### src/inc/spm_defines.vh
// Shared constants for the sink power state manager.
// How it works
// Minimum power is min voltage times max current; op and max use max voltage.
// Exactly one of Active, Idle or Sleep is held at any time.
// State moves happen by themselves from activity and attach status.
// Deep standby is a flag inside Idle, never a fourth state.
// Active drops to Idle only after quiet interval T with no activity event.
// Sleep keeps watching for attach and wakes on a new connection.
// Sink path on in Active and Idle outside deep standby; CC1 Rp 3.0A only then; CC2 always open.
// Die over-temperature rising past threshold shuts everything but supervision.
// Recovery only when temperature drops below threshold minus hysteresis.
// Each internal power path has its own over-temperature monitor.
// Contracts at 5, 9, 12, 15 or 20 volts, up to 5 amperes.
// Voltage and current needs come only from the strap inputs.
// Min voltage strap decodes 0..4 to 5,9,12,15,20 V; 5..7 reserved.
// Any activity restarts the idle counter and pulls Idle back to Active.
// Thermal shutdown forces the path off and CC to Sleep values.
`ifndef SPM_DEFINES_VH
`define SPM_DEFINES_VH
`define SPM_CLK_MHZ     50
`define SPM_T_IDLE_US   1000
`define SPM_T_STBY_US   1000
`define SPM_ST_ACTIVE   2'h0
`define SPM_ST_IDLE     2'h1
`define SPM_ST_SLEEP    2'h2
`define SPM_TSD_THRESH  8'h7D
`define SPM_TSD_HYST    8'h0F
`define SPM_A_CTRL      8'h00
`define SPM_A_STATUS    8'h04
`define SPM_A_POWER     8'h08
`define SPM_A_VOLTS     8'h0C
`define SPM_A_IRQ_STAT  8'h10
`define SPM_A_IRQ_MASK  8'h14
`define SPM_A_STRAPS    8'h18
`define SPM_IRQ_W       5
`define SPM_IRQ_STATE   0
`define SPM_IRQ_TSD     1
`define SPM_IRQ_PATH_OT 2
`define SPM_IRQ_ATTACH  3
`define SPM_IRQ_STRAP   4
`define SPM_CTRL_STBY   0
`define SPM_MINV_MAX    3'h4
`define SPM_VOLT_5      5'h05
`define SPM_VOLT_9      5'h09
`define SPM_VOLT_12     5'h0C
`define SPM_VOLT_15     5'h0F
`define SPM_VOLT_20     5'h14
`define SPM_CUR_1P5     4'h3
`define SPM_CUR_3       4'h6
`define SPM_CUR_4       4'h8
`define SPM_CUR_5       4'hA
`endif

### src/core/spm_sync.v
// Three-stage synchroniser that accepts a change once stages two and three agree.
`timescale 1ns/10ps
module spm_sync #(
  parameter W = 1
) (
  input  wire         clk_sys,
  input  wire         rst,
  input  wire [W-1:0] din,
  output reg  [W-1:0] dout
);
  reg [W-1:0] s1_q;
  reg [W-1:0] s2_q;
  reg [W-1:0] s3_q;

  // The first stage feeds only the second, so metastability cannot reach any logic.
  always @(posedge clk_sys or posedge rst) begin
    if (rst) begin
      s1_q <= {W{1'b0}};
      s2_q <= {W{1'b0}};
      s3_q <= {W{1'b0}};
      dout <= {W{1'b0}};
    end else begin
      s1_q <= din;
      s2_q <= s1_q;
      s3_q <= s2_q;
      if (s2_q == s3_q) begin
        dout <= s3_q;
      end
    end
  end
endmodule // spm_sync

### src/core/spm_power_calc.v
// Strap decode and extended sink power figures in half-watt units.
`timescale 1ns/10ps
`include "spm_defines.vh"
module spm_power_calc (
  input  wire [2:0] min_voltage_strap,
  input  wire [2:0] max_voltage_strap,
  input  wire [2:0] max_current_strap,
  output reg  [4:0] min_volt,
  output reg  [4:0] max_volt,
  output reg  [3:0] max_cur,
  output wire       strap_bad,
  output wire [7:0] min_power,
  output wire [7:0] max_power
);
  wire [8:0] min_p;
  wire [8:0] max_p;

  // Reserved minimum codes fall back to 5 V so the sink still draws safe power.
  always @* begin
    case (min_voltage_strap)
      3'h1:    min_volt = `SPM_VOLT_9;
      3'h2:    min_volt = `SPM_VOLT_12;
      3'h3:    min_volt = `SPM_VOLT_15;
      3'h4:    min_volt = `SPM_VOLT_20;
      default: min_volt = `SPM_VOLT_5;
    endcase
  end

  // Maximum voltage codes pair up, both codes of each pair naming the same level.
  always @* begin
    case (max_voltage_strap[2:1])
      2'h0:    max_volt = `SPM_VOLT_9;
      2'h1:    max_volt = `SPM_VOLT_12;
      2'h2:    max_volt = `SPM_VOLT_15;
      default: max_volt = `SPM_VOLT_20;
    endcase
  end

  // Maximum current in half-ampere steps, at most 5 A.
  always @* begin
    case (max_current_strap[1:0])
      2'h0:    max_cur = `SPM_CUR_1P5;
      2'h1:    max_cur = `SPM_CUR_3;
      2'h2:    max_cur = `SPM_CUR_4;
      default: max_cur = `SPM_CUR_5;
    endcase
  end

  assign strap_bad = (min_voltage_strap > `SPM_MINV_MAX);
  assign min_p     = min_volt * max_cur;
  assign max_p     = max_volt * max_cur;
  assign min_power = min_p[7:0];
  assign max_power = max_p[7:0];
endmodule // spm_power_calc

### src/core/spm_top.v
// Power state machine, thermal gating, power figures and register port.
`timescale 1ns/10ps
`include "spm_defines.vh"
module spm_top #(
  parameter        PATHS    = 2,
  parameter [31:0] IDLE_CYC = `SPM_T_IDLE_US * `SPM_CLK_MHZ,
  parameter [31:0] STBY_CYC = `SPM_T_STBY_US * `SPM_CLK_MHZ
) (
  input  wire             clk_sys,
  input  wire             rst,
  input  wire [7:0]       addr,
  input  wire [31:0]      wr_data,
  input  wire             wr_stb,
  input  wire             rd_stb,
  output reg  [31:0]      rd_data,
  input  wire [2:0]       min_voltage_strap,
  input  wire [2:0]       max_voltage_strap,
  input  wire [2:0]       operating_current_strap,
  input  wire [2:0]       max_current_strap,
  input  wire             pd_msg_evt,
  input  wire             cc_change_evt,
  input  wire             gpio_evt,
  input  wire             i2c_evt,
  input  wire             volt_alert,
  input  wire             fault_alert,
  input  wire             attach_pin,
  input  wire [7:0]       die_temp,
  input  wire [PATHS-1:0] path_overtemp,
  output reg  [1:0]       pwr_state,
  output reg              deep_standby,
  output reg              thermal_shutdown,
  output reg              internal_hv_sink_path,
  output reg              external_path_gate_drive,
  output reg              cc1_rp_en,
  output reg              cc2_rp_en,
  output reg  [7:0]       min_power_figure,
  output reg  [7:0]       op_power_figure,
  output reg  [7:0]       max_power_figure,
  output reg              irq
);
  wire [11:0]      strap_s;
  wire             attach_s;
  wire [PATHS-1:0] path_ot_s;
  wire [4:0]       min_volt;
  wire [4:0]       max_volt;
  wire [3:0]       max_cur;
  wire             strap_bad;
  wire [7:0]       min_p;
  wire [7:0]       max_p;
  wire             activity;
  wire             tsd_set;
  wire             tsd_clr;
  wire [7:0]       tsd_low;
  wire             run;

  reg [1:0]            state_q;
  reg [1:0]            state_d;
  reg [31:0]           idle_cnt_q;
  reg [31:0]           stby_cnt_q;
  reg                  stby_q;
  reg                  tsd_q;
  reg                  attach_q;
  reg [PATHS-1:0]      path_ot_q;
  reg                  strap_bad_q;
  reg                  stby_en_q;
  reg [`SPM_IRQ_W-1:0] irq_stat_q;
  reg [`SPM_IRQ_W-1:0] irq_mask_q;
  reg [`SPM_IRQ_W-1:0] irq_evt;
  reg [31:0]           rd_d;

  spm_sync #(
    .W (12)
  ) u_strap_sync (
    .clk_sys (clk_sys),
    .rst     (rst),
    .din     ({operating_current_strap, max_current_strap, max_voltage_strap, min_voltage_strap}),
    .dout    (strap_s)
  );

  spm_sync #(
    .W (1 + PATHS)
  ) u_pin_sync (
    .clk_sys (clk_sys),
    .rst     (rst),
    .din     ({path_overtemp, attach_pin}),
    .dout    ({path_ot_s, attach_s})
  );

  spm_power_calc u_calc (
    .min_voltage_strap (strap_s[2:0]),
    .max_voltage_strap (strap_s[5:3]),
    .max_current_strap (strap_s[8:6]),
    .min_volt          (min_volt),
    .max_volt          (max_volt),
    .max_cur           (max_cur),
    .strap_bad         (strap_bad),
    .min_power         (min_p),
    .max_power         (max_p)
  );

  // Any of the six sources counts as activity.
  assign activity = pd_msg_evt | cc_change_evt | gpio_evt | i2c_evt | volt_alert | fault_alert;

  // The gap between set and clear levels keeps the shutdown from chattering.
  assign tsd_low = `SPM_TSD_THRESH - `SPM_TSD_HYST;
  assign tsd_set = (die_temp >= `SPM_TSD_THRESH);
  assign tsd_clr = (die_temp < tsd_low);
  assign run     = ~tsd_q;

  always @(posedge clk_sys or posedge rst) begin
    if (rst) begin
      tsd_q <= 1'b0;
    end else if (!tsd_q && tsd_set) begin
      tsd_q <= 1'b1;
    end else if (tsd_q && tsd_clr) begin
      tsd_q <= 1'b0;
    end
  end

  // Next-state logic has no command input; activity and attach alone steer it.
  always @* begin
    state_d = state_q;
    case (state_q)
      `SPM_ST_ACTIVE: begin
        if (!activity && idle_cnt_q >= IDLE_CYC - 32'h1) begin
          state_d = `SPM_ST_IDLE;
        end
      end
      `SPM_ST_IDLE: begin
        if (activity) begin
          state_d = `SPM_ST_ACTIVE;
        end else if (!attach_s) begin
          state_d = `SPM_ST_SLEEP;
        end
      end
      `SPM_ST_SLEEP: begin
        if (attach_s || activity) begin
          state_d = `SPM_ST_ACTIVE;
        end
      end
      default: state_d = `SPM_ST_ACTIVE;
    endcase
  end

  // A shutdown holds the machine in Sleep so it restarts cleanly afterwards.
  always @(posedge clk_sys or posedge rst) begin
    if (rst) begin
      state_q <= `SPM_ST_ACTIVE;
    end else if (tsd_q) begin
      state_q <= `SPM_ST_SLEEP;
    end else begin
      state_q <= state_d;
    end
  end

  always @(posedge clk_sys or posedge rst) begin
    if (rst) begin
      idle_cnt_q <= 32'h0;
    end else if (activity || state_q != `SPM_ST_ACTIVE) begin
      idle_cnt_q <= 32'h0;
    end else if (idle_cnt_q < IDLE_CYC) begin
      idle_cnt_q <= idle_cnt_q + 32'h1;
    end
  end

  // Deep standby is a flag beside Idle, entered after a further quiet spell.
  always @(posedge clk_sys or posedge rst) begin
    if (rst) begin
      stby_cnt_q <= 32'h0;
      stby_q     <= 1'b0;
    end else if (state_q != `SPM_ST_IDLE || activity || !stby_en_q) begin
      stby_cnt_q <= 32'h0;
      stby_q     <= 1'b0;
    end else if (stby_cnt_q < STBY_CYC - 32'h1) begin
      stby_cnt_q <= stby_cnt_q + 32'h1;
    end else begin
      stby_q <= 1'b1;
    end
  end

  always @(posedge clk_sys or posedge rst) begin
    if (rst) begin
      attach_q    <= 1'b0;
      path_ot_q   <= {PATHS{1'b0}};
      strap_bad_q <= 1'b0;
    end else begin
      attach_q    <= attach_s;
      path_ot_q   <= path_ot_s;
      strap_bad_q <= strap_bad;
    end
  end

  // Outputs are registered from the current state so pins and state change together.
  always @(posedge clk_sys or posedge rst) begin
    if (rst) begin
      pwr_state                <= `SPM_ST_ACTIVE;
      deep_standby             <= 1'b0;
      thermal_shutdown         <= 1'b0;
      internal_hv_sink_path    <= 1'b0;
      external_path_gate_drive <= 1'b0;
      cc1_rp_en                <= 1'b0;
      cc2_rp_en                <= 1'b0;
    end else begin
      pwr_state                <= state_q;
      deep_standby             <= stby_q;
      thermal_shutdown         <= tsd_q;
      internal_hv_sink_path    <= run && state_q != `SPM_ST_SLEEP && !stby_q && !path_ot_s[0];
      external_path_gate_drive <= run && state_q != `SPM_ST_SLEEP && !stby_q && !path_ot_s[PATHS-1];
      cc1_rp_en                <= run && state_q != `SPM_ST_SLEEP && !stby_q;
      cc2_rp_en                <= 1'b0;
    end
  end

  // Power figures follow the straps every cycle; operational equals maximum.
  always @(posedge clk_sys or posedge rst) begin
    if (rst) begin
      min_power_figure <= 8'h00;
      op_power_figure  <= 8'h00;
      max_power_figure <= 8'h00;
    end else begin
      min_power_figure <= min_p;
      op_power_figure  <= max_p;
      max_power_figure <= max_p;
    end
  end

  always @* begin
    irq_evt                   = {`SPM_IRQ_W{1'b0}};
    irq_evt[`SPM_IRQ_STATE]   = (state_d != state_q) && run;
    irq_evt[`SPM_IRQ_TSD]     = !tsd_q && tsd_set;
    irq_evt[`SPM_IRQ_PATH_OT] = |(path_ot_s & ~path_ot_q);
    irq_evt[`SPM_IRQ_ATTACH]  = attach_s && !attach_q;
    irq_evt[`SPM_IRQ_STRAP]   = strap_bad && !strap_bad_q;
  end

  // A read clears status, but an event in that same cycle still sets its bit.
  always @(posedge clk_sys or posedge rst) begin
    if (rst) begin
      irq_stat_q <= {`SPM_IRQ_W{1'b0}};
    end else if (rd_stb && addr == `SPM_A_IRQ_STAT) begin
      irq_stat_q <= irq_evt;
    end else begin
      irq_stat_q <= irq_stat_q | irq_evt;
    end
  end

  always @(posedge clk_sys or posedge rst) begin
    if (rst) begin
      irq_mask_q <= {`SPM_IRQ_W{1'b0}};
      stby_en_q  <= 1'b0;
    end else if (wr_stb) begin
      if (addr == `SPM_A_CTRL) begin
        stby_en_q <= wr_data[`SPM_CTRL_STBY];
      end else if (addr == `SPM_A_IRQ_MASK) begin
        irq_mask_q <= wr_data[`SPM_IRQ_W-1:0];
      end
    end
  end

  always @(posedge clk_sys or posedge rst) begin
    if (rst) begin
      irq <= 1'b0;
    end else begin
      irq <= |(irq_stat_q & irq_mask_q);
    end
  end

  // Unmapped addresses read as zero.
  always @* begin
    rd_d = 32'h0;
    if (addr == `SPM_A_CTRL) begin
      rd_d = {31'h0, stby_en_q};
    end else if (addr == `SPM_A_STATUS) begin
      rd_d = {{(27-PATHS){1'b0}}, path_ot_q, attach_q, tsd_q, stby_q, state_q};
    end else if (addr == `SPM_A_POWER) begin
      rd_d = {16'h0, max_p, min_p};
    end else if (addr == `SPM_A_VOLTS) begin
      rd_d = {14'h0, max_cur, 1'b0, max_volt, 3'h0, min_volt};
    end else if (addr == `SPM_A_IRQ_STAT) begin
      rd_d = {27'h0, irq_stat_q};
    end else if (addr == `SPM_A_IRQ_MASK) begin
      rd_d = {27'h0, irq_mask_q};
    end else if (addr == `SPM_A_STRAPS) begin
      rd_d = {20'h0, strap_s};
    end
  end

  always @(posedge clk_sys or posedge rst) begin
    if (rst) begin
      rd_data <= 32'h0;
    end else if (rd_stb) begin
      rd_data <= rd_d;
    end else begin
      rd_data <= 32'h0;
    end
  end
endmodule // spm_top

### config.mk
export PLATFORM = sky130hd
export DESIGN_NAME = spm_top
export DESIGN_NICKNAME = d
export VERILOG_FILES = /design/src/core/spm_sync.v /design/src/core/spm_power_calc.v /design/src/core/spm_top.v
export VERILOG_INCLUDE_DIRS = /design/src /design/src/inc
export SDC_FILE = /design/constraint.sdc
export NUM_CORES = 1
export LEC_CHECK = 0
export ABC_AREA = 1
export BUFFER_PORTS_ARGS = -buffer_cell sky130_fd_sc_hd__buf_2
export CORE_MARGIN = 2
export CORE_UTILIZATION = 51
export CTS_BUF_LIST = sky130_fd_sc_hd__clkbuf_16
export DETAILED_ROUTE_END_ITERATION = 10
export PLACE_DENSITY = 0.78
export SETUP_SLACK_MARGIN = 0.02
export SLEW_MARGIN = 40
export SYNTH_ARGS = -nofsm -noshare
export SYNTH_HDL_FRONTEND = slang
export SYNTH_HIERARCHICAL = 1
export SYNTH_SLANG_ARGS = --single-unit
### constraint.sdc
create_clock -name clk_sys -period 5.7 [get_ports clk_sys]
set_input_delay 0 -clock clk_sys [delete_from_list [all_inputs] [get_ports clk_sys]]
set_output_delay 0 -clock clk_sys [all_outputs]
set_load 0.03 [all_outputs]
After elaboration in Yosys (flattened, before gate mapping)
Index checks and enable logic that the tools add are counted.
{"block": "word_totals", "input_bits": 73, "regBits": 199, "wordCells": 133, "out_inout_bits": 65}
{"block": "classes", "n_mul": 2, "reduce_logical": 35, "eq_ne": 22, "add_sub_neg": 2, "bitwise": 11, "mux": 26, "order_cmp": 6}
{"cell": "two-way mux 32 bit", "count": 4}
{"cell": "two-way mux 18 bit", "count": 5}
{"cell": "adder 32 x 1 -> 32 bit (second input constant)", "count": 2}
{"cell": "less-than comparator 32 x 16 -> 1 bit (second input constant)", "count": 2}
{"cell": "two-way mux 12 bit", "count": 3}
{"cell": "greater-or-equal comparator 32 x 16 -> 1 bit (second input constant)", "count": 1}
{"cell": "equality test 8 x 5 -> 1 bit (second input constant)", "count": 3}
{"cell": "case mux 5 bit (4 select lines)", "count": 1}
{"cell": "equality test 8 x 4 -> 1 bit (second input constant)", "count": 2}
{"cell": "multiplier 5 x 4 -> 8 bit", "count": 2}
{"cell": "case mux 5 bit (3 select lines)", "count": 1}
{"cell": "equality test 12 bit", "count": 1}
{"cell": "case mux 4 bit (3 select lines)", "count": 1}
{"cell": "logical AND 1 bit", "count": 11}
{"cell": "two-way mux 2 bit", "count": 5}
{"cell": "equality test 8 x 3 -> 1 bit (second input constant)", "count": 1}
{"cell": "greater-or-equal comparator 8 x 7 -> 1 bit (second input constant)", "count": 1}
{"cell": "logical NOT 1 bit", "count": 8}
{"cell": "logical NOT 8 bit", "count": 1}
{"cell": "less-than comparator 8 x 7 -> 1 bit (second input constant)", "count": 1}
{"cell": "nonzero test 2 bit", "count": 4}
{"cell": "equality test 2 x 1 -> 1 bit (second input constant)", "count": 3}
{"cell": "equality test 2 bit (second input constant)", "count": 3}
{"cell": "equality test 3 x 2 -> 1 bit (second input constant)", "count": 2}
{"cell": "22 further kinds", "count": 36}

Logic depth before layout (Yosys ltp)
Gate-level depths: netlist of the first run.
{"block": "logic_depth", "depth_word": 13, "mapped_depth": 21, "mapped_depth_nobuf": 21}

By module
Netlist of the first run, hierarchy kept.
{"mod": "spm_top", "n_inst": 1, "area_per_inst_um2": 5765.5, "seq_area_each_um2": 3128.0, "cells_each": 687}
{"mod": "spm_sync at u_strap_sync", "n_inst": 1, "area_per_inst_um2": 1702.9, "seq_area_each_um2": 1201.2, "cells_each": 170}
{"mod": "spm_power_calc", "n_inst": 1, "area_per_inst_um2": 1212.4, "seq_area_each_um2": 0.0, "cells_each": 190}
{"mod": "spm_sync at u_pin_sync", "n_inst": 1, "area_per_inst_um2": 409.1, "seq_area_each_um2": 300.3, "cells_each": 34}

Worst setup path before layout of the first run
Ideal clock, no wire load.
{"block": "synth_timing", "kind": "register to register", "startpoint": "register u_strap_sync.dout[7]", "endpoint": "register rd_data[6]", "stages_incl_launch_ff": 19, "path_slack_ps": 2664, "n_path_buf": 1, "arrival_ps": 2923, "path_cell_list": "dfrtp_1 > buf_4 > inv_2 > nand2_2 > inv_1 > nand2_1 > fa_1 > fa_1 > fa_1 > inv_1 > nand2_1 > nand2_1 > a21oi_1 > nand2_1 > nand2_1 > nand2_1 > nand3_1 > nand2_1 > inv_1"}
{"block": "synth_between", "elab_chain_cells": 7, "word_cells_on_any_way": 9}
{"item": "start: declaration", "line": "spm_sync.v:9", "text": "output reg [W-1:0] dout"}
{"item": "start signal: assignment", "line": "spm_sync.v:21", "text": "dout <= {W{1'b0}};"}
{"item": "start signal: assignment", "line": "spm_sync.v:27", "text": "dout <= s3_q;"}
{"item": "equality test 2 bit, or another cell as far along", "line": "spm_power_calc.v:41", "text": "case (max_current_strap[1:0])"}
{"item": "case mux 4 bit (3 select lines) (*)", "line": "spm_power_calc.v:41"}
{"item": "net max_cur[2]", "line": "spm_top.v:46", "text": "wire [3:0] max_cur;"}
{"item": "multiplier 5 x 4 -> 8 bit (*)", "line": "spm_power_calc.v:50", "text": "assign min_p = min_volt * max_cur;"}
{"item": "net min_p[6]", "line": "spm_top.v:48", "text": "wire [7:0] min_p;"}
{"item": "two-way mux 18 bit (*)", "line": "spm_top.v:275", "text": "end else if (addr == `SPM_A_POWER) begin"}
{"item": "two-way mux 18 bit (*)", "line": "spm_top.v:273", "text": "end else if (addr == `SPM_A_STATUS) begin"}
{"item": "two-way mux 18 bit (*)", "line": "spm_top.v:271", "text": "if (addr == `SPM_A_CTRL) begin"}
{"item": "two-way mux 18 bit (*)", "line": "spm_top.v:291", "text": "end else if (rd_stb) begin"}
{"item": "end signal: assignment", "line": "spm_top.v:292", "text": "rd_data <= rd_d;"}
{"item": "end: declaration", "line": "spm_top.v:15", "text": "output reg [31:0] rd_data,"}
The timed path passes the listed nets; every way through them passes the cells marked *.
A chain may end at the register's enable or synchronous reset.

Worst setup path after layout of the first run
{"block": "layout_timing", "startpoint": "register u_strap_sync.dout[7]", "endpoint": "register rd_data[5]"}
The elaborated chain is that of the path after synthesis.

==> results of run 1 <==
[cells in the final DEF, fill, tap and decap left out, types with 2 or more instances in the layout]
cell type	n
a21oi_1	40
a31oi_1	5
buf_2	95
clkbuf_16	17
clkinv_2	2
clkinv_4	2
clkinvlp_4	2
conb_1	15
dfrtp_1	185
dlygate4sd3_1	28
fa_1	12
ha_1	23
inv_1	165
inv_2	13
inv_6	5
inv_8	3
nand2_1	253
nand2_2	4
nand2_4	2
nand3_1	60
nand3_2	5
nand3b_1	2
nand4_1	16
nor2_1	141
nor2_2	9
nor2_4	5
nor3_1	15
nor3_2	6
nor3_4	2
nor4_1	5
o21ai_0	28
o21ai_1	13
o221ai_1	2
o31ai_1	2
xnor2_1	6
xor2_1	5
[per-layer routing]
layer  vias up  global-route usage (%)
met1      3253                    28.5
li1       3565                       -
met4         0                    7.33
met5         -                       0
met2       180                    32.0
met3        30                    3.97
[power groups by stage]
| stage | clock network (mW) | registers, mW | logic, mW |
|---|---|---|---|
| 6_report | 1.17 | 1.39 | 0.214 |
| 5_1_grt | 1.25 | 1.40 | 0.241 |
| 4_1_cts | 1.19 | 1.39 | 0.216 |
| 3_5_place_dp | 0 | 1.42 | 0.200 |
| 3_3_place_gp | 0 | 1.42 | 0.195 |
| 2_1_floorplan | 0 | 1.43 | 0.130 |
[worst max path at each step]
stage	to	slack, ns	cells after the start
finish	rd_data[5]	2.20	16
global route	rd_data[5]	1.92	16
CTS	rd_data[5]	2.25	16
detailed placement	rd_data[5]	2.27	16
global placement	rd_data[5]	2.33	16
floorplan	attach_q	2.37	1
[metrics by stage]
stage	utilization (%)	cell area, sq um	hold slack (ns)	setup slack [ns]
after global placement	55.5	9630	0.0612	2.33
final	60.6	10500	0.0948	2.20
after CTS	60.5	10500	0.0795	2.25
after global routing	60.6	10500	0.131	1.92
after detailed placement	55.5	9630	0.106	2.27
after floorplan	-	9140	-0.135	2.37
[flip-flops by register name (all words and copies together) (netlist names), 2 cells and up]
| signal | count |
|---|---|
| u_pin_sync/dout | 3 |
| irq_mask_q | 5 |
| pwr_state | 2 |
| stby_cnt_q | 32 |
| u_strap_sync/s2_q | 12 |
| u_strap_sync/dout | 12 |
| u_strap_sync/s3_q | 12 |
| max_power_figure | 8 |
| irq_stat_q | 5 |
| path_ot_q | 2 |
| u_strap_sync/s1_q | 12 |
| u_pin_sync/s1_q | 3 |
| u_pin_sync/s2_q | 3 |
| min_power_figure | 8 |
| state_q | 2 |
| u_pin_sync/s3_q | 3 |
| rd_data | 18 |
| idle_cnt_q | 32 |
[cell type report]
type	instances	area [sq um]	share of cell area [%]
clock buffer	17	425	4.05
inverter	180	683	6.50
tap	225	282	2.68
clock inverter	15	158	1.50
sequential	185	4630	44.0
timing repair buffer	124	763	7.26
multi-input combinational	689	3570	34.0
[critical path: stages (launching register included)]
cell	delay, ns
dfrtp_1	0.63
inv_2	0.17
nor2_4	0.24
inv_1	0.11
nand2_1	0.10
fa_1	0.45
fa_1	0.60
inv_1	0.06
ha_1	0.28
nand2_1	0.09
inv_1	0.06
a21oi_1	0.18
xnor2_1	0.19
nand2_1	0.10
nand3_1	0.08
nand2_1	0.05
inv_1	0.05
[logic make-up after synthesis]
family | count (synthesis) | synth area share [%]
AO/OA/AOI/OAI | 97 | 5.79
buffers and inverters | 221 | 10.5
XOR/XNOR | 12 | 1.24
other | 1 | 0.0413
multiplexers | 1 | 0.124
adder cells (fa/ha/maj) | 35 | 5.81
flip-flops | 185 | 50.9
AND/OR/NAND/NOR | 529 | 25.5
==> impl_metrics.env, run 1 <==
export IMPL_status="completed"
export IMPL_crit_arrival_ns=3.88
export IMPL_ff2ff_path_depth=16
export IMPL_finalNonFillerCells=1435
export IMPL_final_period_utilization_pct=61.5
export IMPL_syn_area_sq_um=9090
export IMPL_skew_ns=0.00693
export IMPL_grt_usage_pct=20.4
export IMPL_synth_warnings=6
export IMPL_ant_nets=0
export IMPL_ys_types=45
export IMPL_die_w_um=138
export IMPL_synth_most_common_cell="nand2_1"
export IMPL_synth_top_area_share_pct=50.9
export IMPL_drtIter0Drc=526
export IMPL_place_hpwl_um=12900
export IMPL_timing_setup_tns_ns=0
export IMPL_peakVddDrop_v=0.000213
export IMPL_min_from="addr[3]"
export IMPL_max_freq_mhz=285
export IMPL_cts_tree="yes"
export IMPL_p_int_mw=2.05
export IMPL_cts_hold_buf=28
export IMPL_r2r_start="u_strap_sync/dout[7]"
export IMPL_route_vias_total=7028
export IMPL_yosys_top_cells_area="dfrtp_1 (51%), nand2_1 (10%), inv_1 (6.9%)"
export IMPL_cts_sinks=185
export IMPL_drive_gt1_share_pct=15.0
export IMPL_start_util_pct=52.4
export IMPL_slew_headroom_pct=51.4
export IMPL_post_drt_via_cell_ratio=4.90
export IMPL_synth_edf_count=0
export IMPL_antenna_found_initial=0
export IMPL_route_met3_wl_um=945
export IMPL_wl_per_cell_um=12.5
export IMPL_layout_min_cycle_time_ns=3.50
export IMPL_reg2reg_slack_ns=2.20
export IMPL_top_layer="met4"
export IMPL_synth_common_cells="nand2_1 (253), dfrtp_1 (185), inv_1 (167)"
export IMPL_async_reset_ff_share_pct=100
export IMPL_clkPwrFrac_pct=42.0
export IMPL_syn_area_per_cell_sq_um=8.41
export IMPL_finalHoldViolCount=0
export IMPL_dp_cells=1375
export IMPL_rows=48
export IMPL_r2r_end="rd_data[5]"
export IMPL_wl_met2_um=8160
export IMPL_netlist_instances=1081
export IMPL_htree_levels=4
export IMPL_place_congestion=0.907
export IMPL_synth_flop_cell="dfrtp_1"
export IMPL_yosysTopAreaCell="dfrtp_1"
export IMPL_grt_overflow=0
export IMPL_cts_resized_gates=0
export IMPL_drt_wl_total_um=17900
export IMPL_rsz0062_at_grt="no"
export IMPL_grt_max_degree=76
export IMPL_holdPathStages=5
export IMPL_min_delay_worst_endpoint="rd_data[16]"
export IMPL_worstSetupPathType="reg -> reg"
export IMPL_finalSetupViolations=0
export IMPL_postCtsSetupBuffers=0
export IMPL_grt_first_pass_wirelength_um=30400
export IMPL_diodes=0
export IMPL_worst_pin_slew_ns=0.727
export IMPL_cts_root_buf="clkbuf_16"
export IMPL_grt_pass1_vias=6588
export IMPL_fin_nets=1305
export IMPL_clockBufferDepth=2
export IMPL_cp_start_kind="flip-flop"
export IMPL_remaining_drc_errors=0
export IMPL_die_area_sq_um=18900
export IMPL_io_pins=138
export IMPL_port_buffers=95
export IMPL_ys_ff_latch=185
export IMPL_drv_cap=0
export IMPL_power_mw=2.77
export IMPL_seq_power_share_pct=50.2
export IMPL_min_path_type="in -> reg"
export IMPL_swShare_pct=26.2
export IMPL_cellLeakagePower_nw=5.43
export IMPL_cts_inserted_buffers=17
export IMPL_slew_viol_final=0
export IMPL_p_sw_mw=0.727
export IMPL_critPathRequiredTime_ns=6.07
export IMPL_wl_met1_um=8410
export IMPL_power_density_cell_area_nw_per_um2=264
export IMPL_path_clk_slew_ns=0.07
export IMPL_core_sq_um=17400
export IMPL_worst_path_max_fanout=12
export IMPL_crit_start="u_strap_sync/dout[7]"
export IMPL_area_growth_pct=15.6
export IMPL_end_kind="flip-flop"
export IMPL_dr_pass1_iters=6
export IMPL_combinationalPowerShare_pct=7.7
export IMPL_die_h_um=138
export IMPL_clk_insertion_delay_late_ns=0.43
export IMPL_fill_cells=1421
export IMPL_synth_seq_area_share_pct=50.9
Note: power is estimated with default switching activity, not from simulation.
==> inputs of run 2 (changes only) <==
==> constraint.sdc (replaced) <==
create_clock -name clk_sys -period 3.4 [get_ports clk_sys]
set_input_delay 0 -clock clk_sys [delete_from_list [all_inputs] [get_ports clk_sys]]
set_output_delay 0 -clock clk_sys [all_outputs]
set_load 0.03 [all_outputs]
==> run 2 against run 1 <==
Compared with the run above:
- setup slack worse by 2.0 ns
- fmax up 11%
- critical path type unchanged
- sequential share of layout area down 0.32 points
- power grew 68%
- wire length rose by 0.37%
- sequential power is 68% higher
- die area unchanged
- cell count is 0.35% higher
- flip-flop and latch count unchanged
- combinational power increased by 73%
- largest cell class unchanged
==> impl_metrics.env, run 2 (synthesized netlist as in run 1, its figures left out) <==
export IMPL_rows=48
export IMPL_fin_nets=1310
export IMPL_grt_overflow=0
export IMPL_final_period_utilization_pct=93.0
export IMPL_holdPathStages=6
export IMPL_wl_per_cell_um=12.5
export IMPL_peakVddDrop_v=0.000383
export IMPL_finalSetupViolations=0
export IMPL_core_sq_um=17400
export IMPL_dr_pass1_iters=5
export IMPL_clk_insertion_delay_late_ns=0.43
export IMPL_rsz0062_at_grt="no"
export IMPL_clockBufferDepth=2
export IMPL_finalHoldViolCount=0
export IMPL_whs_ns=0.0740
export IMPL_multiInputGateArea_sq_um=3580
export IMPL_post_drt_via_cell_ratio=4.89
export IMPL_route_vias_total=7043
export IMPL_crit_arrival_ns=3.54
export IMPL_cts_inserted_buffers=17
export IMPL_slew_viol_final=0
export IMPL_cts_sinks=185
export IMPL_skew_ns=0.00883
export IMPL_die_area_sq_um=18900
export IMPL_worst_path_max_fanout=7
export IMPL_drive_gt1_share_pct=16.0
export IMPL_area_growth_pct=16.6
export IMPL_top_regs="idle_cnt_q (32), stby_cnt_q (32), rd_data (18)"
export IMPL_cts_tree="yes"
export IMPL_crit_end="rd_data[5]"
export IMPL_place_hpwl_um=12900
export IMPL_worst_pin_slew_ns=0.734
export IMPL_ff2ff_path_depth=16
export IMPL_cellLeakagePower_nw=5.46
export IMPL_layout_min_cycle_time_ns=3.16
export IMPL_r2r_end="rd_data[5]"
export IMPL_place_congestion=0.906
export IMPL_grt_usage_pct=20.2
export IMPL_final_common_cell="nand2_1"
export IMPL_grt_first_pass_wirelength_um=30100
export IMPL_fill_cells=1477
export IMPL_port_buffers=95
export IMPL_timing_setup_tns_ns=0
export IMPL_regArea_sq_um=4640
export IMPL_ant_nets=0
export IMPL_die_w_um=138
export IMPL_drtIter0Drc=622
export IMPL_cp_start_kind="flip-flop"
export IMPL_antenna_found_initial=0
export IMPL_drt_wl_total_um=18000
export IMPL_final_cell_mix="nand2_1 (253), dfrtp_1 (180), inv_1 (164)"
export IMPL_power_density_cell_area_nw_per_um2=439
export IMPL_worstSetupPathType="reg -> reg"
export IMPL_remaining_drc_errors=0
export IMPL_end_kind="flip-flop"
export IMPL_diodes=0
export IMPL_drv_cap=0
export IMPL_io_pins=138
export IMPL_grt_max_degree=64
export IMPL_die_h_um=138
export IMPL_min_path_type="in -> reg"
export IMPL_r2r_start="u_strap_sync/dout[2]"
export IMPL_grt_pass1_vias=6534
export IMPL_reg2reg_slack_ns=0.24
export IMPL_max_freq_mhz=316
export IMPL_crit_start="u_strap_sync/dout[2]"
export IMPL_critPathRequiredTime_ns=3.78
export IMPL_slew_headroom_pct=50.9
export IMPL_htree_levels=4
export IMPL_path_clk_slew_ns=0.07
export IMPL_start_util_pct=52.4
export IMPL_cts_root_buf="clkbuf_16"
export IMPL_status="completed"
## run 2: critical path, cell delays in order (launching register included)
cell	delay (ns)
dfrtp_2	0.47
inv_2	0.14
o21ai_1	0.10
o21ai_2	0.09
nand2_1	0.10
fa_1	0.52
fa_1	0.56
inv_1	0.06
ha_1	0.30
nand2_1	0.11
inv_1	0.07
a21oi_2	0.15
xnor2_1	0.16
nand2_1	0.10
nand3_1	0.08
nand2_1	0.05
inv_1	0.04
## run 2: worst min-delay path by stage
| stage | from | end | slack [ns] |
|---|---|---|---|
| 2_1_floorplan | rst | u_pin_sync/dout[0] | -0.14 |
| 3_3_place_gp | rst | u_pin_sync/s1_q[2] | 0.07 |
| 3_5_place_dp | rst | u_pin_sync/s1_q[2] | 0.09 |
| 4_1_cts | pd_msg_evt | state_q[1] | 0.07 |
| 5_1_grt | pd_msg_evt | state_q[1] | 0.13 |
| 6_report | pd_msg_evt | state_q[1] | 0.07 |
## run 2: final cells by class
| class | instances | share of cell area [%] |
|---|---|---|
| clock buffer | 17 | 4.01 |
| clock inverter | 15 | 1.66 |
| inverter | 180 | 6.47 |
| multi-input combinational | 689 | 33.8 |
| sequential | 185 | 43.7 |
| tap | 225 | 2.66 |
| timing repair buffer | 129 | 7.67 |
## run 2: power breakdown
part	internal [mW]	switching [mW]	total (mW)
Clock	0.996	0.959	1.96
Sequential	2.27	0.0580	2.33
Combinational	0.122	0.249	0.371
## run 2: layer usage
layer  part of all wire (%)  track usage, %  up-vias
li1                       -               -     3573
met1                     47            28.6     3251
met2                     46            31.4      187
met3                    5.2            3.94       32
met4                    1.9            7.10        0
met5                      0               0        -
## run 2: metrics by stage
| step | total power [mW] | util (%) | setup WS [ns] | instances | area (sq um) |
|---|---|---|---|---|---|
| floorplan | 2.62 | - | 0.0724 | 1095 | 9140 |
| global placement | 2.70 | 55.7 | 0.246 | 1379 | 9670 |
| detailed placement | 2.72 | 55.7 | 0.0990 | 1379 | 9680 |
| CTS | 4.70 | 60.8 | 0.0901 | 1439 | 10600 |
| global route | 4.85 | 61.1 | 0.0285 | 1440 | 10600 |
| finish | 4.66 | 61.1 | 0.237 | 1440 | 10600 |
## run 2: what timing repair did
action                                  4_1_cts  5_1_grt
endpoints found under the setup margin        0        4
gates resized for setup                       0       12
endpoints found under the hold margin       150        0
hold buffers                                 28        0
setup buffers                                 0        1
